`config.mk`:
```
export PLATFORM = sky130hd
export DESIGN_NAME = ep_ctrl
export DESIGN_NICKNAME = d
export VERILOG_FILES = /design/src/ep_ctrl.v /design/src/ep_sync2.v /design/src/ep_toggle.v
export VERILOG_INCLUDE_DIRS = /design/src
export SDC_FILE = /design/constraint.sdc
export NUM_CORES = 1
export LEC_CHECK = 0
export ABC_AREA = 1
export BUFFER_PORTS_ARGS = -buffer_cell sky130_fd_sc_hd__buf_2
export CORE_MARGIN = 5
export CORE_UTILIZATION = 40
export DETAILED_ROUTE_END_ITERATION = 10
export PLACE_DENSITY = 0.65
export SYNTH_ARGS = -nofsm -noshare
export SYNTH_HDL_FRONTEND = slang
export SYNTH_SLANG_ARGS = --single-unit
```
`constraint.sdc`:
```
create_clock -name aclk -period 2.4 [get_ports aclk]
set_input_delay 0.12 -clock aclk [delete_from_list [all_inputs] [get_ports aclk]]
set_output_delay 0.12 -clock aclk [all_outputs]
set_load 0.02 [all_outputs]
```
`src/ep_ctrl_regs.vh`:
```
// Register offsets, field positions and reset values of the endpoint control block
`ifndef EP_CTRL_REGS_VH
`define EP_CTRL_REGS_VH
// ----------------------------------------------------------------------------
// Offsets
// ----------------------------------------------------------------------------
`define OFS_TX_CSR 4'h0
`define OFS_RX_CSR 4'h4
`define OFS_IRQ_STATUS 4'h8
`define OFS_IRQ_MASK 4'hc
// ----------------------------------------------------------------------------
// Transmit control word fields
// ----------------------------------------------------------------------------
`define TX_AUTO_COMMIT 31
`define TX_ISO 30
`define TX_DIR 29
`define TX_DMA_EN 28
`define TX_FORCE_FLIP 27
`define TX_DMA_VARIANT 26
`define TX_TOG_WEN 25
`define TX_TOG_VAL 24
`define TX_TOG_CLEAR 22
`define TX_LOADED 16
`define TX_MAXP_HI 10
// ----------------------------------------------------------------------------
// Receive control word fields
// ----------------------------------------------------------------------------
`define RX_TOG_WEN 26
`define RX_TOG_VAL 25
`define RX_PARTIAL 24
`define RX_TOG_CLEAR 23
`define RX_STALL_FLAG 22
`define RX_STALL_REQ 21
`define RX_FLUSH 20
`define RX_ERR 19
`define RX_PKT_AVAIL 16
// ----------------------------------------------------------------------------
// Interrupt status bits and reset values
// ----------------------------------------------------------------------------
`define IRQ_STALL 0
`define IRQ_RX_ERR 1
`define IRQ_PARTIAL 2
`define IRQ_RX_PKT 3
`define IRQ_WIDTH 4
`define RST_WORD 32'h0000_0000
`define RST_IRQ 4'h0
`endif

```
`src/ep_ctrl.v`:
```
// Endpoint transmit/receive control and status with AXI4-Lite access
//
// Local design decisions: the AXI4-Lite register port and the register addresses.
`timescale 1ns/1ns
`default_nettype none
`include "ep_ctrl_regs.vh"
// Notes on behaviour
// - auto commit sets loaded on full packet
// - iso bit device only, reads zero host
// - direction bit matters only for shared FIFO
// - DMA request only when enabled; variant picks mode
// - force flip toggles and drops packet
// - host tx toggle write needs enable
// - host rx toggle write needs enable
// - partial packet flag, iso only, write-zero clears
// - writing one clears the toggle
// - device stall sent flag sticky until cleared
// - host stall received flag plus interrupt
// - device stall request answers with STALL
// - in request clears when packet available
// - flush drops packet, self clears
// - device iso data error cleared with packet
// - host error or NAK timeout flag
module ep_ctrl (
  input wire aclk,
  input wire aresetn,
  input wire [3:0] s_axi_awaddr,
  input wire s_axi_awvalid,
  output wire s_axi_awready,
  input wire [31:0] s_axi_wdata,
  input wire [3:0] s_axi_wstrb,
  input wire s_axi_wvalid,
  output wire s_axi_wready,
  output reg [1:0] s_axi_bresp,
  output reg s_axi_bvalid,
  input wire s_axi_bready,
  input wire [3:0] s_axi_araddr,
  input wire s_axi_arvalid,
  output wire s_axi_arready,
  output reg [31:0] s_axi_rdata,
  output reg [1:0] s_axi_rresp,
  output reg s_axi_rvalid,
  input wire s_axi_rready,
  input wire host_mode,
  input wire shared_fifo,
  input wire tx_fifo_word,
  input wire link_stall_sent,
  input wire link_stall_rcvd,
  input wire link_rx_packet,
  input wire link_rx_error,
  input wire link_rx_partial,
  input wire link_nak_timeout,
  input wire link_tx_ack,
  input wire link_rx_ack,
  output wire tx_packet_loaded,
  output wire endpoint_is_tx,
  output wire iso_mode,
  output wire stall_answer,
  output wire in_request,
  output wire tx_packet_drop,
  output wire rx_fifo_flush,
  output wire dma_request,
  output wire dma_request_variant,
  output wire tx_toggle,
  output wire rx_toggle,
  output wire irq
);
  // --------------------------------------------------------------------------
  // Pin synchronisers
  // --------------------------------------------------------------------------
  wire [7:0] ev_s;
  ep_sync2 #(.W(8)) u_sync (
    .aclk(aclk),
    .aresetn(aresetn),
    .din({link_rx_ack, link_tx_ack, link_nak_timeout, link_rx_partial,
          link_rx_error, link_rx_packet, link_stall_rcvd, link_stall_sent}),
    .dout(ev_s)
  );
  wire ev_stall_sent = ev_s[0];
  wire ev_stall_rcvd = ev_s[1];
  wire ev_rx_pkt = ev_s[2];
  wire ev_rx_err = ev_s[3];
  wire ev_partial = ev_s[4];
  wire ev_nak = ev_s[5];
  wire ev_tx_ack = ev_s[6];
  wire ev_rx_ack = ev_s[7];

  // --------------------------------------------------------------------------
  // AXI4-Lite write path
  // --------------------------------------------------------------------------
  reg aw_full_q;
  reg [3:0] aw_addr_q;
  reg w_full_q;
  reg [31:0] w_data_q;
  reg [3:0] w_strb_q;
  assign s_axi_awready = !aw_full_q && !s_axi_bvalid;
  assign s_axi_wready = !w_full_q && !s_axi_bvalid;
  wire wr_go = aw_full_q && w_full_q;
  wire [31:0] wmask = {{8{w_strb_q[3]}}, {8{w_strb_q[2]}}, {8{w_strb_q[1]}}, {8{w_strb_q[0]}}};

  function [31:0] merge;
    input [31:0] old;
    input [31:0] nw;
    input [31:0] m;
    begin
      merge = (old & ~m) | (nw & m);
    end
  endfunction

  always @(posedge aclk) begin
    if (!aresetn) begin
      aw_full_q <= 1'b0;
      aw_addr_q <= 4'h0;
      w_full_q <= 1'b0;
      w_data_q <= `RST_WORD;
      w_strb_q <= 4'h0;
      s_axi_bvalid <= 1'b0;
      s_axi_bresp <= 2'b00;
    end else begin
      if (s_axi_awvalid && s_axi_awready) begin
        aw_full_q <= 1'b1;
        aw_addr_q <= s_axi_awaddr;
      end
      if (s_axi_wvalid && s_axi_wready) begin
        w_full_q <= 1'b1;
        w_data_q <= s_axi_wdata;
        w_strb_q <= s_axi_wstrb;
      end
      if (wr_go) begin
        aw_full_q <= 1'b0;
        w_full_q <= 1'b0;
        s_axi_bvalid <= 1'b1;
        s_axi_bresp <= (aw_addr_q[1:0] == 2'b00) ? 2'b00 : 2'b10;
      end else if (s_axi_bvalid && s_axi_bready) begin
        s_axi_bvalid <= 1'b0;
      end
    end
  end

  wire wr_tx = wr_go && aw_addr_q == `OFS_TX_CSR;
  wire wr_rx = wr_go && aw_addr_q == `OFS_RX_CSR;
  wire wr_st = wr_go && aw_addr_q == `OFS_IRQ_STATUS;
  wire wr_mk = wr_go && aw_addr_q == `OFS_IRQ_MASK;
  wire [31:0] wd = w_data_q;
  // Byte-lane qualified bit writes
  wire [31:0] wbit = wmask;

  // --------------------------------------------------------------------------
  // Transmit control word
  // --------------------------------------------------------------------------
  reg [31:0] tx_q;
  reg [10:0] fill_q;
  wire [10:0] maxp = tx_q[`TX_MAXP_HI:0];
  wire full_pkt = tx_fifo_word && (fill_q + 11'h001 >= maxp) && maxp != 11'h000;
  wire auto_set = tx_q[`TX_AUTO_COMMIT] && full_pkt;
  wire force_flip = wr_tx && wbit[`TX_FORCE_FLIP] && wd[`TX_FORCE_FLIP];
  always @(posedge aclk) begin
    if (!aresetn) begin
      tx_q <= `RST_WORD;
      fill_q <= 11'h000;
    end else begin
      if (wr_tx) begin
        tx_q <= merge(tx_q, wd, wmask);
        // Force-flip and toggle-clear bits are strobes for the toggle cell, not kept in the word
        tx_q[`TX_FORCE_FLIP] <= 1'b0;
        tx_q[`TX_TOG_CLEAR] <= 1'b0;
      end
      // Hardware set wins over a software write of zero
      if (auto_set) begin
        tx_q[`TX_LOADED] <= 1'b1;
      end else if (ev_tx_ack || force_flip) begin
        tx_q[`TX_LOADED] <= 1'b0;
      end
      if (tx_q[`TX_LOADED] || force_flip) begin
        fill_q <= 11'h000;
      end else if (tx_fifo_word) begin
        fill_q <= full_pkt ? 11'h000 : fill_q + 11'h001;
      end
    end
  end
  assign tx_packet_loaded = tx_q[`TX_LOADED];
  assign tx_packet_drop = force_flip;
  assign iso_mode = tx_q[`TX_ISO] && !host_mode;
  assign endpoint_is_tx = shared_fifo ? tx_q[`TX_DIR] : 1'b1;
  // Mode 1 asks whenever enabled, mode 0 only while no packet waits; a shared FIFO asks only
  assign dma_request = tx_q[`TX_DMA_EN] && (tx_q[`TX_DMA_VARIANT] || !tx_packet_loaded)
    && (!shared_fifo || endpoint_is_tx);
  assign dma_request_variant = tx_q[`TX_DMA_VARIANT];

  // --------------------------------------------------------------------------
  // Data toggles
  // --------------------------------------------------------------------------
  wire tx_tog_wr = wr_tx && host_mode && wbit[`TX_TOG_VAL] && wd[`TX_TOG_WEN];
  ep_toggle u_tx_tog (
    .aclk(aclk),
    .aresetn(aresetn),
    .clear(wr_tx && wbit[`TX_TOG_CLEAR] && wd[`TX_TOG_CLEAR]),
    .flip(ev_tx_ack || force_flip),
    .wr(tx_tog_wr),
    .wr_val(wd[`TX_TOG_VAL]),
    .tog_q(tx_toggle)
  );
  wire rx_tog_wr = wr_rx && host_mode && wbit[`RX_TOG_VAL] && wd[`RX_TOG_WEN];
  ep_toggle u_rx_tog (
    .aclk(aclk),
    .aresetn(aresetn),
    .clear(wr_rx && wbit[`RX_TOG_CLEAR] && wd[`RX_TOG_CLEAR]),
    .flip(ev_rx_ack),
    .wr(rx_tog_wr),
    .wr_val(wd[`RX_TOG_VAL]),
    .tog_q(rx_toggle)
  );

  // --------------------------------------------------------------------------
  // Receive control and status
  // --------------------------------------------------------------------------
  reg rx_tog_wen_q;
  reg partial_q;
  reg stall_flag_q;
  reg stall_req_q;
  reg in_req_q;
  reg flush_q;
  reg err_q;
  reg pkt_q;
  // Write-zero clears and write-one flush, gated by the byte lane
  wire clr_partial = wr_rx && wbit[`RX_PARTIAL] && !wd[`RX_PARTIAL];
  wire clr_stall = wr_rx && wbit[`RX_STALL_FLAG] && !wd[`RX_STALL_FLAG];
  wire clr_err = wr_rx && wbit[`RX_ERR] && !wd[`RX_ERR];
  wire do_flush = wr_rx && wbit[`RX_FLUSH] && wd[`RX_FLUSH];
  // Stall event per role: device reports sent STALL, host a received one
  wire stall_ev = host_mode ? ev_stall_rcvd : (ev_stall_sent && stall_req_q);
  // Host role counts NAK time-outs only on bulk endpoints, so use the raw iso bit
  wire err_ev = host_mode ? (ev_rx_err || (ev_nak && !tx_q[`TX_ISO]))
                          : (ev_rx_err && iso_mode);
  always @(posedge aclk) begin
    if (!aresetn) begin
      rx_tog_wen_q <= 1'b0;
      partial_q <= 1'b0;
      stall_flag_q <= 1'b0;
      stall_req_q <= 1'b0;
      in_req_q <= 1'b0;
      flush_q <= 1'b0;
      err_q <= 1'b0;
      pkt_q <= 1'b0;
    end else begin
      if (wr_rx && wbit[`RX_TOG_WEN]) begin
        rx_tog_wen_q <= wd[`RX_TOG_WEN];
      end
      if (wr_rx && wbit[`RX_STALL_REQ]) begin
        stall_req_q <= wd[`RX_STALL_REQ];
      end
      flush_q <= do_flush;
      if (ev_rx_pkt) begin
        pkt_q <= 1'b1;
      end else if (do_flush) begin
        pkt_q <= 1'b0;
      end
      if (ev_partial && tx_q[`TX_ISO]) begin
        partial_q <= 1'b1;
      end else if (clr_partial) begin
        partial_q <= 1'b0;
      end
      if (stall_ev) begin
        stall_flag_q <= 1'b1;
      end else if (clr_stall) begin
        stall_flag_q <= 1'b0;
      end
      if (err_ev) begin
        err_q <= 1'b1;
      end else if (clr_err || (!host_mode && do_flush)) begin
        err_q <= 1'b0;
      end
      // In request drops as soon as a packet becomes available
      if (ev_rx_pkt || pkt_q) begin
        in_req_q <= 1'b0;
      end else if (wr_rx && wbit[`RX_STALL_REQ] && host_mode) begin
        in_req_q <= wd[`RX_STALL_REQ];
      end
    end
  end
  assign stall_answer = !host_mode && stall_req_q;
  assign in_request = host_mode && in_req_q;
  assign rx_fifo_flush = flush_q;

  // --------------------------------------------------------------------------
  // Interrupts
  // --------------------------------------------------------------------------
  reg [`IRQ_WIDTH-1:0] ist_q;
  reg [`IRQ_WIDTH-1:0] imask_q;
  wire [`IRQ_WIDTH-1:0] iev = {ev_rx_pkt, ev_partial && tx_q[`TX_ISO], err_ev, stall_ev};
  wire [`IRQ_WIDTH-1:0] iclr = (wr_st && w_strb_q[0]) ? wd[`IRQ_WIDTH-1:0] : `RST_IRQ;
  always @(posedge aclk) begin
    if (!aresetn) begin
      ist_q <= `RST_IRQ;
      imask_q <= `RST_IRQ;
    end else begin
      ist_q <= (ist_q & ~iclr) | iev;
      if (wr_mk && w_strb_q[0]) begin
        imask_q <= wd[`IRQ_WIDTH-1:0];
      end
    end
  end
  assign irq = |(ist_q & imask_q);

  // --------------------------------------------------------------------------
  // AXI4-Lite read path
  // --------------------------------------------------------------------------
  wire [31:0] tx_rd = {tx_q[31], iso_mode, tx_q[29:26],
                       host_mode ? tx_q[`TX_TOG_WEN] : 1'b0,
                       host_mode ? tx_toggle : 1'b0,
                       tx_q[23], 1'b0, tx_q[21:0]} & 32'hf7bf_ffff;
  wire [31:0] rx_rd = {5'h00, rx_tog_wen_q, host_mode ? rx_toggle : 1'b0,
                       partial_q && tx_q[`TX_ISO], 1'b0, stall_flag_q,
                       host_mode ? in_req_q : stall_req_q, 1'b0,
                       err_q && (host_mode || iso_mode), 2'b00, pkt_q, 16'h0000};
  assign s_axi_arready = !s_axi_rvalid;
  always @(posedge aclk) begin
    if (!aresetn) begin
      s_axi_rvalid <= 1'b0;
      s_axi_rdata <= `RST_WORD;
      s_axi_rresp <= 2'b00;
    end else if (s_axi_arvalid && s_axi_arready) begin
      s_axi_rvalid <= 1'b1;
      s_axi_rresp <= 2'b00;
      case (s_axi_araddr)
        `OFS_TX_CSR: s_axi_rdata <= tx_rd;
        `OFS_RX_CSR: s_axi_rdata <= rx_rd;
        `OFS_IRQ_STATUS: s_axi_rdata <= {28'h0000000, ist_q};
        `OFS_IRQ_MASK: s_axi_rdata <= {28'h0000000, imask_q};
        default: begin
          s_axi_rdata <= `RST_WORD;
          s_axi_rresp <= 2'b10;
        end
      endcase
    end else if (s_axi_rvalid && s_axi_rready) begin
      s_axi_rvalid <= 1'b0;
    end
  end
endmodule // ep_ctrl
`default_nettype wire

```
`src/ep_sync2.v`:
```
// Two-stage synchroniser for the link-side event inputs
`timescale 1ns/1ns
`default_nettype none
module ep_sync2 #(
  parameter W = 8
) (
  input wire aclk,
  input wire aresetn,
  input wire [W-1:0] din,
  output wire [W-1:0] dout
);
  reg [W-1:0] meta_q;
  reg [W-1:0] sync_q;
  always @(posedge aclk) begin
    if (!aresetn) begin
      meta_q <= {W{1'b0}};
      sync_q <= {W{1'b0}};
    end else begin
      meta_q <= din;
      sync_q <= meta_q;
    end
  end
  assign dout = sync_q;
endmodule // ep_sync2
`default_nettype wire

```
`src/ep_toggle.v`:
```
// One endpoint data toggle with clear, flip and guarded write
`timescale 1ns/1ns
`default_nettype none
module ep_toggle (
  input wire aclk,
  input wire aresetn,
  input wire clear,
  input wire flip,
  input wire wr,
  input wire wr_val,
  output reg tog_q
);
  // Clear has top priority so a clear in the same cycle as a write always lands at zero
  always @(posedge aclk) begin
    if (!aresetn) begin
      tog_q <= 1'b0;
    end else if (clear) begin
      tog_q <= 1'b0;
    end else if (wr) begin
      tog_q <= wr_val;
    end else if (flip) begin
      tog_q <= ~tog_q;
    end
  end
endmodule // ep_toggle
`default_nettype wire

```
Word level (Yosys, flattened, before mapping)
Index checks and enable logic that the tools add are counted.
- register bits: 155
- bits of input ports: 62
- output and inout port bits: 53
- add/sub/neg operators: 1
- reductions and logical operators: 86
- equality and inequality tests: 6
- muxes and demuxes: 31
- bitwise logic cells: 11
- order comparisons: 1
- operator list (operator ; number):
    $pmux 32 s4 ; 1
    $and 32x32->32 ; 2
    $logic_and 1x1->1 ; 47
    $not 32->32 ; 1
    $or 32x32->32 ; 1
    $mux 1 ; 25
    $mux 17 ; 1
    $eq 4x4->1 const B ; 4
    $reduce_bool 2->1 ; 8
    $add 11x1->11 const B ; 1
    $ge 11x11->1 ; 1
    $logic_not 1->1 ; 11
    $mux 11 ; 1
    $reduce_bool 11->1 ; 1
    $reduce_or 2->1 ; 5
    $and 4x4->4 ; 2
    $eq 4x3->1 const B ; 2
    $logic_not 4->1 ; 2
    $logic_or 1x1->1 ; 8
    $reduce_or 4->1 ; 2
    $mux 2 ; 2
    $mux 4 ; 1
    $not 4->4 ; 1
    $or 4x4->4 ; 1
    3 further kinds ; 5

Depth between registers and ports, before layout
Gate-level depths: netlist (run 1).
- word-level depth: 8
- depth in mapped cells: 18
- mapped depth without buffers: 17

Cells and area by module
From an unflattened synthesis (run 1), not the netlist that was laid out.
- cells, all modules: 824
- area total of the unflattened synthesis: 6202.2 um^2
- modules (own cells, without submodules) (module ; sequential area each (um^2) ; area each (um^2) ; instances ; cells an instance):
    ep_ctrl ; 2662.6 ; 5585.4 ; 1 ; 748
    ep_sync2 ; 320.3 ; 484.2 ; 1 ; 50
    ep_toggle ; 20.0 ; 66.3 ; 2 ; 13

Worst setup path after synthesis (run 1)
OpenSTA, ideal clock, no wires.
- kind: register to register
- from: reg fill_q[0]
- to: reg fill_q[0]
- path buffers: 1
- arrival time: 2.209 ns
- cell stages (with the launch flop): 18
- period minus slack after synthesis: 2.278 ns
- data required time: 2.330 ns
- setup time: 0.070 ns
- path slack: 0.122 ns
- cells stage by stage: dfxtp_1 > ha_1 > nand2_1 > nor2_1 > nand4_1 > nand2_1 > clkinv_1 > ha_1 > nand2_1 > inv_1 > nand2_1 > nor2_1 > nand2_1 > nand2_1 > o21ai_1 > buf_2 > nand3_1 > a21oi_1
- cells in the longest elaborated chain, start to end: 5
- ends and longest elaborated chain (element ; line ; RTL):
    start: declaration ; ep_ctrl.v:152 ; reg [10:0] fill_q;
    start signal: assignment ; ep_ctrl.v:177 ; fill_q <= full_pkt ? 11'h000 : fill_q + 11'h001;
    $add 11x1->11 * ; ep_ctrl.v:154, ep_ctrl.v:177 ;
    $ge 11x11->1 ; ep_ctrl.v:154 ; wire full_pkt = tx_fifo_word && (fill_q + 11'h001 >= maxp) && maxp != 11'h000;
    $logic_and 1x1->1 (2 in series) ; ep_ctrl.v:154 ;
    $mux 11 * ; ep_ctrl.v:177 ;
Mark *: on every way between the ends. The rest lies on a longest branch, timed or not.
A chain may end at the register's enable or synchronous reset.

Worst setup path after layout (run 1)
- from: reg fill_q[1]
- to: reg fill_q[6]
The elaborated chain is that of the path after synthesis.

==> results of run 1 <==
-- kinds of logic (layout without fill, tap and decap cells) --
kind of cell | after synthesis | in the layout
DFF | 151 | 151
xor gates and xnor gates | 7 | 7
and+or+nand+nor | 287 | 287
buffers and inverters | 130 | 293
AOI/OAI and AO/OA | 225 | 225
adders and majority gates | 12 | 12
other | 1 | 3
-- critical path: stages, from the launching register on --
cell and delay, ns:
dfxtp_2 0.38, ha_4 0.15, nand2_2 0.09, nor2_4 0.12, xor2_2 0.17, ha_1 0.28
nand2_1 0.07, nand2_1 0.07, nand2_1 0.07, nand2_1 0.05, nand2_1 0.07, nand2_2 0.08
o21ai_4 0.19, buf_4 0.17, nand3_1 0.07, a21oi_1 0.14
-- metrics by stage --
step	worst slack [ns]	setup TNS, ns	utilization, %	cells
4_1_cts	0.01838	0	52.18	1163
3_5_place_dp	0.04197	0	45.35	1083
3_3_place_gp	0.1153	0	45.35	1083
5_1_grt	-0.01897	-0.02840	53.23	1166
2_1_floorplan	0.1216	0	-	815
6_report	0.1524	0	53.23	1166
-- power by group through the flow --
stage | Clock [mW] | Sequential, mW | Combinational (mW)
final | 2.53 | 2.71 | 0.616
after global routing | 2.68 | 2.72 | 0.692
after global placement | 0 | 2.75 | 0.537
after floorplan | 0 | 2.78 | 0.324
after detailed placement | 0 | 2.76 | 0.543
after CTS | 2.57 | 2.70 | 0.605
-- final cells by class --
type                            count  share of cell area (%)
Sequential cell                   151                   37.52
Multi-Input combinational cell    534                   34.18
Timing Repair Buffer              171                   14.30
Clock buffer                       21                   5.690
Inverter                           90                   4.190
Tap cell                          188                   2.907
Clock inverter                     11                   1.206
-- worst min path at each step --
stage | start | endpoint | slack [ns]
finish | s_axi_wdata[23] | w_data_q[23] | 0.02
floorplan | link_stall_sent | u_sync.meta_q[0] | 0.22
detailed placement | link_stall_rcvd | u_sync.meta_q[1] | 0.30
CTS | s_axi_wstrb[3] | w_strb_q[3] | 0.007
global placement | link_stall_rcvd | u_sync.meta_q[1] | 0.30
global route | s_axi_wdata[23] | w_data_q[23] | 0.02
-- metal layers --
layer  GRT usage, %  wire length (um)
met1          25.49              7955
met2          28.35              7375
met3          4.089               877
met4          6.618               341
met5              0                 0
-- cell usage in the layout, fill, tap and decap left out, types with 3 or more instances in the layout --
master,instances
nand3_1,24
dfxtp_2,8
dfxtp_1,142
nand4_1,7
buf_2,110
nand2_2,5
dlygate4sd3_1,48
conb_1,3
inv_2,13
ha_4,3
a21oi_1,97
o211ai_1,5
buf_4,10
nand3_2,3
clkbuf_16,17
nor3_1,7
xor2_1,5
o21ai_1,9
a21oi_2,4
ha_1,9
nor2_1,90
nor3_2,5
inv_1,76
o21ai_0,103
nand2_1,130
clkinv_2,6
nor2_4,6
-- repair_timing --
action,CTS,global route
buffers inserted,0,2
hold buffers,48,0
endpoints found under the hold margin,47,0
resized for setup,0,37
endpoints found under the setup margin,0,12
==> flow_metrics.tcl, run 1 <==
set metrics [dict create \
    vias 5724 \
    regArea_mm2 0.003037 \
    grt_max_degree 90 \
    setup_viol 0 \
    track_usage_pct 18.43 \
    period_share_pct 93.65 \
    syn_avg_cell_area_um2 7.618 \
    reg2reg_slack_ns 0.15 \
    synth_top_family_by_area "simple AND/OR/NAND/NOR gates" \
    yosys_warnings 0 \
    power_frac_clock_pct 43.3 \
    syn_inst 813 \
    required_ns 2.74 \
    ys_seq_elements 151 \
    power_mw 5.853 \
    synth-edff-count 0 \
    overflow 0 \
    clock_skew_ns 0.008166 \
    syn_area_mm2 0.006193 \
    synth_flop_cell "dfxtp_1" \
    r2r_end "fill_q[6]" \
    worst_skew_pair.late_latency_ns 0.43 \
    vias_per_cell 4.909 \
    reg2reg_from "fill_q[1]" \
    synth_area_leaders "dfxtp_1, o21ai_0, nand2_1" \
    cts-root-buf "clkbuf_16" \
    finalHoldWorstSlack_ns 0.01929 \
    gp_congestion 0.8717 \
    worstPathMaxFanout 5 \
    outcome "completed" \
    slew_violations 0 \
    synth-simple-area-share_pct 20.48 \
    routedWlPerCell_um 14.19 \
    path_class "register to register" \
    combinationalPowerShare_pct 10.5 \
    cp.arrival_ns 2.59 \
    p_per_area_mw_per_mm2 723.2 \
    dieHeight_um 134.4 \
    synth.distinct_cells 40 \
    drive_above_1_share_pct 21.68 \
    r2r_cells 15 \
    htree_levels 4 \
    synthAdderAreaFrac_pct 2.424 \
    cts_tree "done" \
    rows 45 \
    yosysSeqAreaShare_pct 48.81 \
    synth_compound_area_share_pct 18.65 \
    ant_nets 0 \
    max-slew-margin-rel_pct 49.17 \
    p_int_mw 4.354 \
    cp-start-kind "register" \
    syn_to_final_growth_pct 30.67 \
    p_switching_mw 1.499 \
    power_leakage_nw 3.577 \
    synthMuxAreaShare_pct 0 \
    min_period_ns 2.248 \
    clock_path_buffers 2 \
    fmax_mhz 444.9 \
    worstSetupEndpointType "register" \
    grt_pass1_vias 5345 \
    final_nets 1039 \
    fillers 1478 \
    irDropWorstVdd_mv 0.4709 \
    drtIter0Drc 295 \
    fin_area_mm2 0.008093 \
    routed_wl_um 16550 \
    endpoint "fill_q[6]" \
    dp.final_hpwl_um 11290 \
    ios 115 \
    async_flop_share_pct 0 \
    multiInputGateArea_mm2 0.002766 \
    hold_viol_final 0 \
    placedInstanceArea_mm2 0.006894 \
    yosysTopAreaCell "dfxtp_1" \
    synth_most_common_cell "dfxtp_1" \
    core_mm2 0.01520 \
    drt_first_pass_iters 5 \
    crit_start "fill_q[1]" \
    netSwitchingFraction_pct 25.61 \
    floorplan.initialDensity_pct 40.74 \
    grt_pass1_wl_um 26470 \
    cts-buffers-inserted 17 \
    dieArea_mm2 0.01807 \
    synth.top_cells.by_count "dfxtp_1, nand2_1, o21ai_0" \
    synth_top_area_share_pct 48.81 \
    hp-class "input pin to register" \
    p_seq_share_pct 46.2 \
    drcViolationCount 0 \
    antenna_cells 0 \
    drv_cap 0 \
    die_w_um 134.4 \
    clk_pin_slew_worst_paths_ns 0.06 \
    port_buffers 111 \
    grt_antenna_before_repair 0 \
    clock_sinks 151 \
    synth_xor_area_share_pct 0.9899 \
    whs_path_depth 3 \
    tightest_slew_ns 0.7617 \
]
(Power assumes the default switching activity.)
==> inputs of run 2 (changes only) <==
Settings changed: CORE_MARGIN 5 to 2.
==> run 2 against run 1 <==
Combinational power decreased by 3%. Global-route usage increased by 1.4 points. Via count decreased by 1.5%. Wire length decreased by 3.3%. Clock skew decreased by 0.0017 ns. Count of clock-buffer cells in the layout increased by 1. Clock power increased by 2%. Cell area decreased by 0.94%. Register-to-register slack about the same. Critical path type unchanged.
==> flow_metrics.tcl, run 2 (synthesized netlist as in run 1, its figures left out) <==
set metrics [dict create \
    die_w_um 128.4 \
    crit_family "simple AND/OR/NAND/NOR gates" \
    drcViolationCount 0 \
    syn_to_final_growth_pct 29.43 \
    clock_path_buffers 2 \
    track_usage_pct 19.81 \
    clk_pin_slew_worst_paths_ns 0.06 \
    ant_nets 0 \
    final_cell_mix "dfxtp_1, nand2_1, buf_2" \
    fin_util_pct 52.93 \
    dieArea_mm2 0.01650 \
    drv_cap 0 \
    rows 45 \
    dieHeight_um 128.4 \
    grt_antenna_before_repair 0 \
    cp_cell_sequence "ha_2 -> nand2_2 -> nor2_1 -> xor2_1 -> ha_1 -> nand2_1 -> inv_1 -> nand2_1 -> nor2_1 -> nand2_1 -> nand2_1 -> o21ai_2 -> buf_4 -> nand3_1 -> a21oi_1" \
    cp-start-kind "register" \
    routed_wl_um 16000 \
    core_mm2 0.01515 \
    antenna_cells 0 \
    fmax_mhz 446.0 \
    drtIter0Drc 307 \
    clock_skew_ns 0.006417 \
    setup_viol 0 \
    grt_pass1_wl_um 25560 \
    hold_viol_final 0 \
    slew_violations 0 \
    irDropWorstVdd_mv 0.5933 \
    p_per_area_mw_per_mm2 734.6 \
    crit_top_cell "nand2_1" \
    dp.final_hpwl_um 10950 \
    drive_above_1_share_pct 20.98 \
    port_buffers 111 \
    worstPathMaxFanout 5 \
    fin_tns_setup_ns 0 \
    cpMaxStageDelayCell "dfxtp_2" \
    dpl.cell_count 1084 \
    crit_path_max_incr_delay_ns 0.36 \
    path_buf_inv 2 \
    grt_pass1_vias 5161 \
    clock_sinks 151 \
    instances_no_fill 1165 \
    tightest_slew_ns 0.7880 \
    worst_skew_pair.late_latency_ns 0.43 \
    max-slew-margin-rel_pct 47.41 \
    cts-root-buf "clkbuf_16" \
    grt_max_degree 57 \
    final_nets 1038 \
    worstSetupEndpointType "register" \
    vias 5637 \
    overflow 0 \
    outcome "completed" \
    gp_congestion 0.8831 \
    required_ns 2.75 \
    vias_per_cell 4.839 \
    cts_tree "done" \
    routedWlPerCell_um 13.73 \
    min_period_ns 2.242 \
    path_class "register to register" \
    mostFrequentLayoutCell "dfxtp_1" \
    drt_first_pass_iters 5 \
    hp-class "input pin to register" \
    ios 115 \
    cts-buffers-inserted 17 \
    cp.arrival_ns 2.59 \
    power_leakage_nw 3.564 \
    floorplan.initialDensity_pct 40.89 \
    htree_levels 4 \
    period_share_pct 93.42 \
]
[run 2: area by class of cell]
cell class | count | area (um^2)
fillers | 1438 | 7129
well taps | 188 | 235.2
clock buffers | 22 | 484.2
multi-input cells | 534 | 2706
clock inverters | 10 | 93.84
flip-flops and latches | 151 | 3038
repair buffers | 170 | 1120
inverters | 90 | 339.1
[run 2: stage by stage]
step	instance area (um^2)	power, mW	setup WS (ns)	hold WS [ns]
2_1_floorplan	6201	3.108	0.1216	0.2176
3_3_place_gp	6877	3.287	0.1390	0.3027
3_5_place_dp	6877	3.295	0.03920	0.3064
4_1_cts	7915	5.929	0.02181	0.0009598
5_1_grt	8016	6.127	-0.05105	0.001772
6_report	8016	5.889	0.1579	0.01345
[run 2: path summary, 6_finish.rpt]
kind / end / slack (ns) / depth (start not counted) / from
worst max-delay path: fill_q[8] / 0.16 / 15 / fill_q[1]
worst min-delay path: s_axi_rvalid / 0.01 / 3 / s_axi_rready
worst max register to register: fill_q[8] / 0.16 / 15 / fill_q[1]
worst min register to register: u_sync.dout[0] / 0.41 / 2 / u_sync.meta_q[0]
[run 2: tightest hold or removal path, cell delays in order]
cell and delay [ns]:
buf_2 0.07, nor2_1 0.03, o21a_1 0.16
[run 2: power breakdown]
part | leakage (nW) | switching, mW | internal [mW]
Combinational | 2.04 | 0.367 | 0.231
Sequential | 1.24 | 0.0702 | 2.63
Clock | 0.279 | 1.05 | 1.54
[run 2: metal layers]
layer	wire (um)	share of wire (%)	track usage (%)	vias to the layer above
met4	195	1.2	5.624	0
met1	8010	50	27.21	2553
met2	7119	45	31.45	125
met5	0	0	0	-
li1	-	-	-	2944
met3	672	4.2	4.407	15
[run 2: what timing repair did]
action | in CTS | in global routing
hold buffers | 46 | 0
setup endpoints to repair | 0 | 12
hold endpoints to repair | 45 | 0
buffers inserted | 0 | 2
resized for setup | 0 | 27
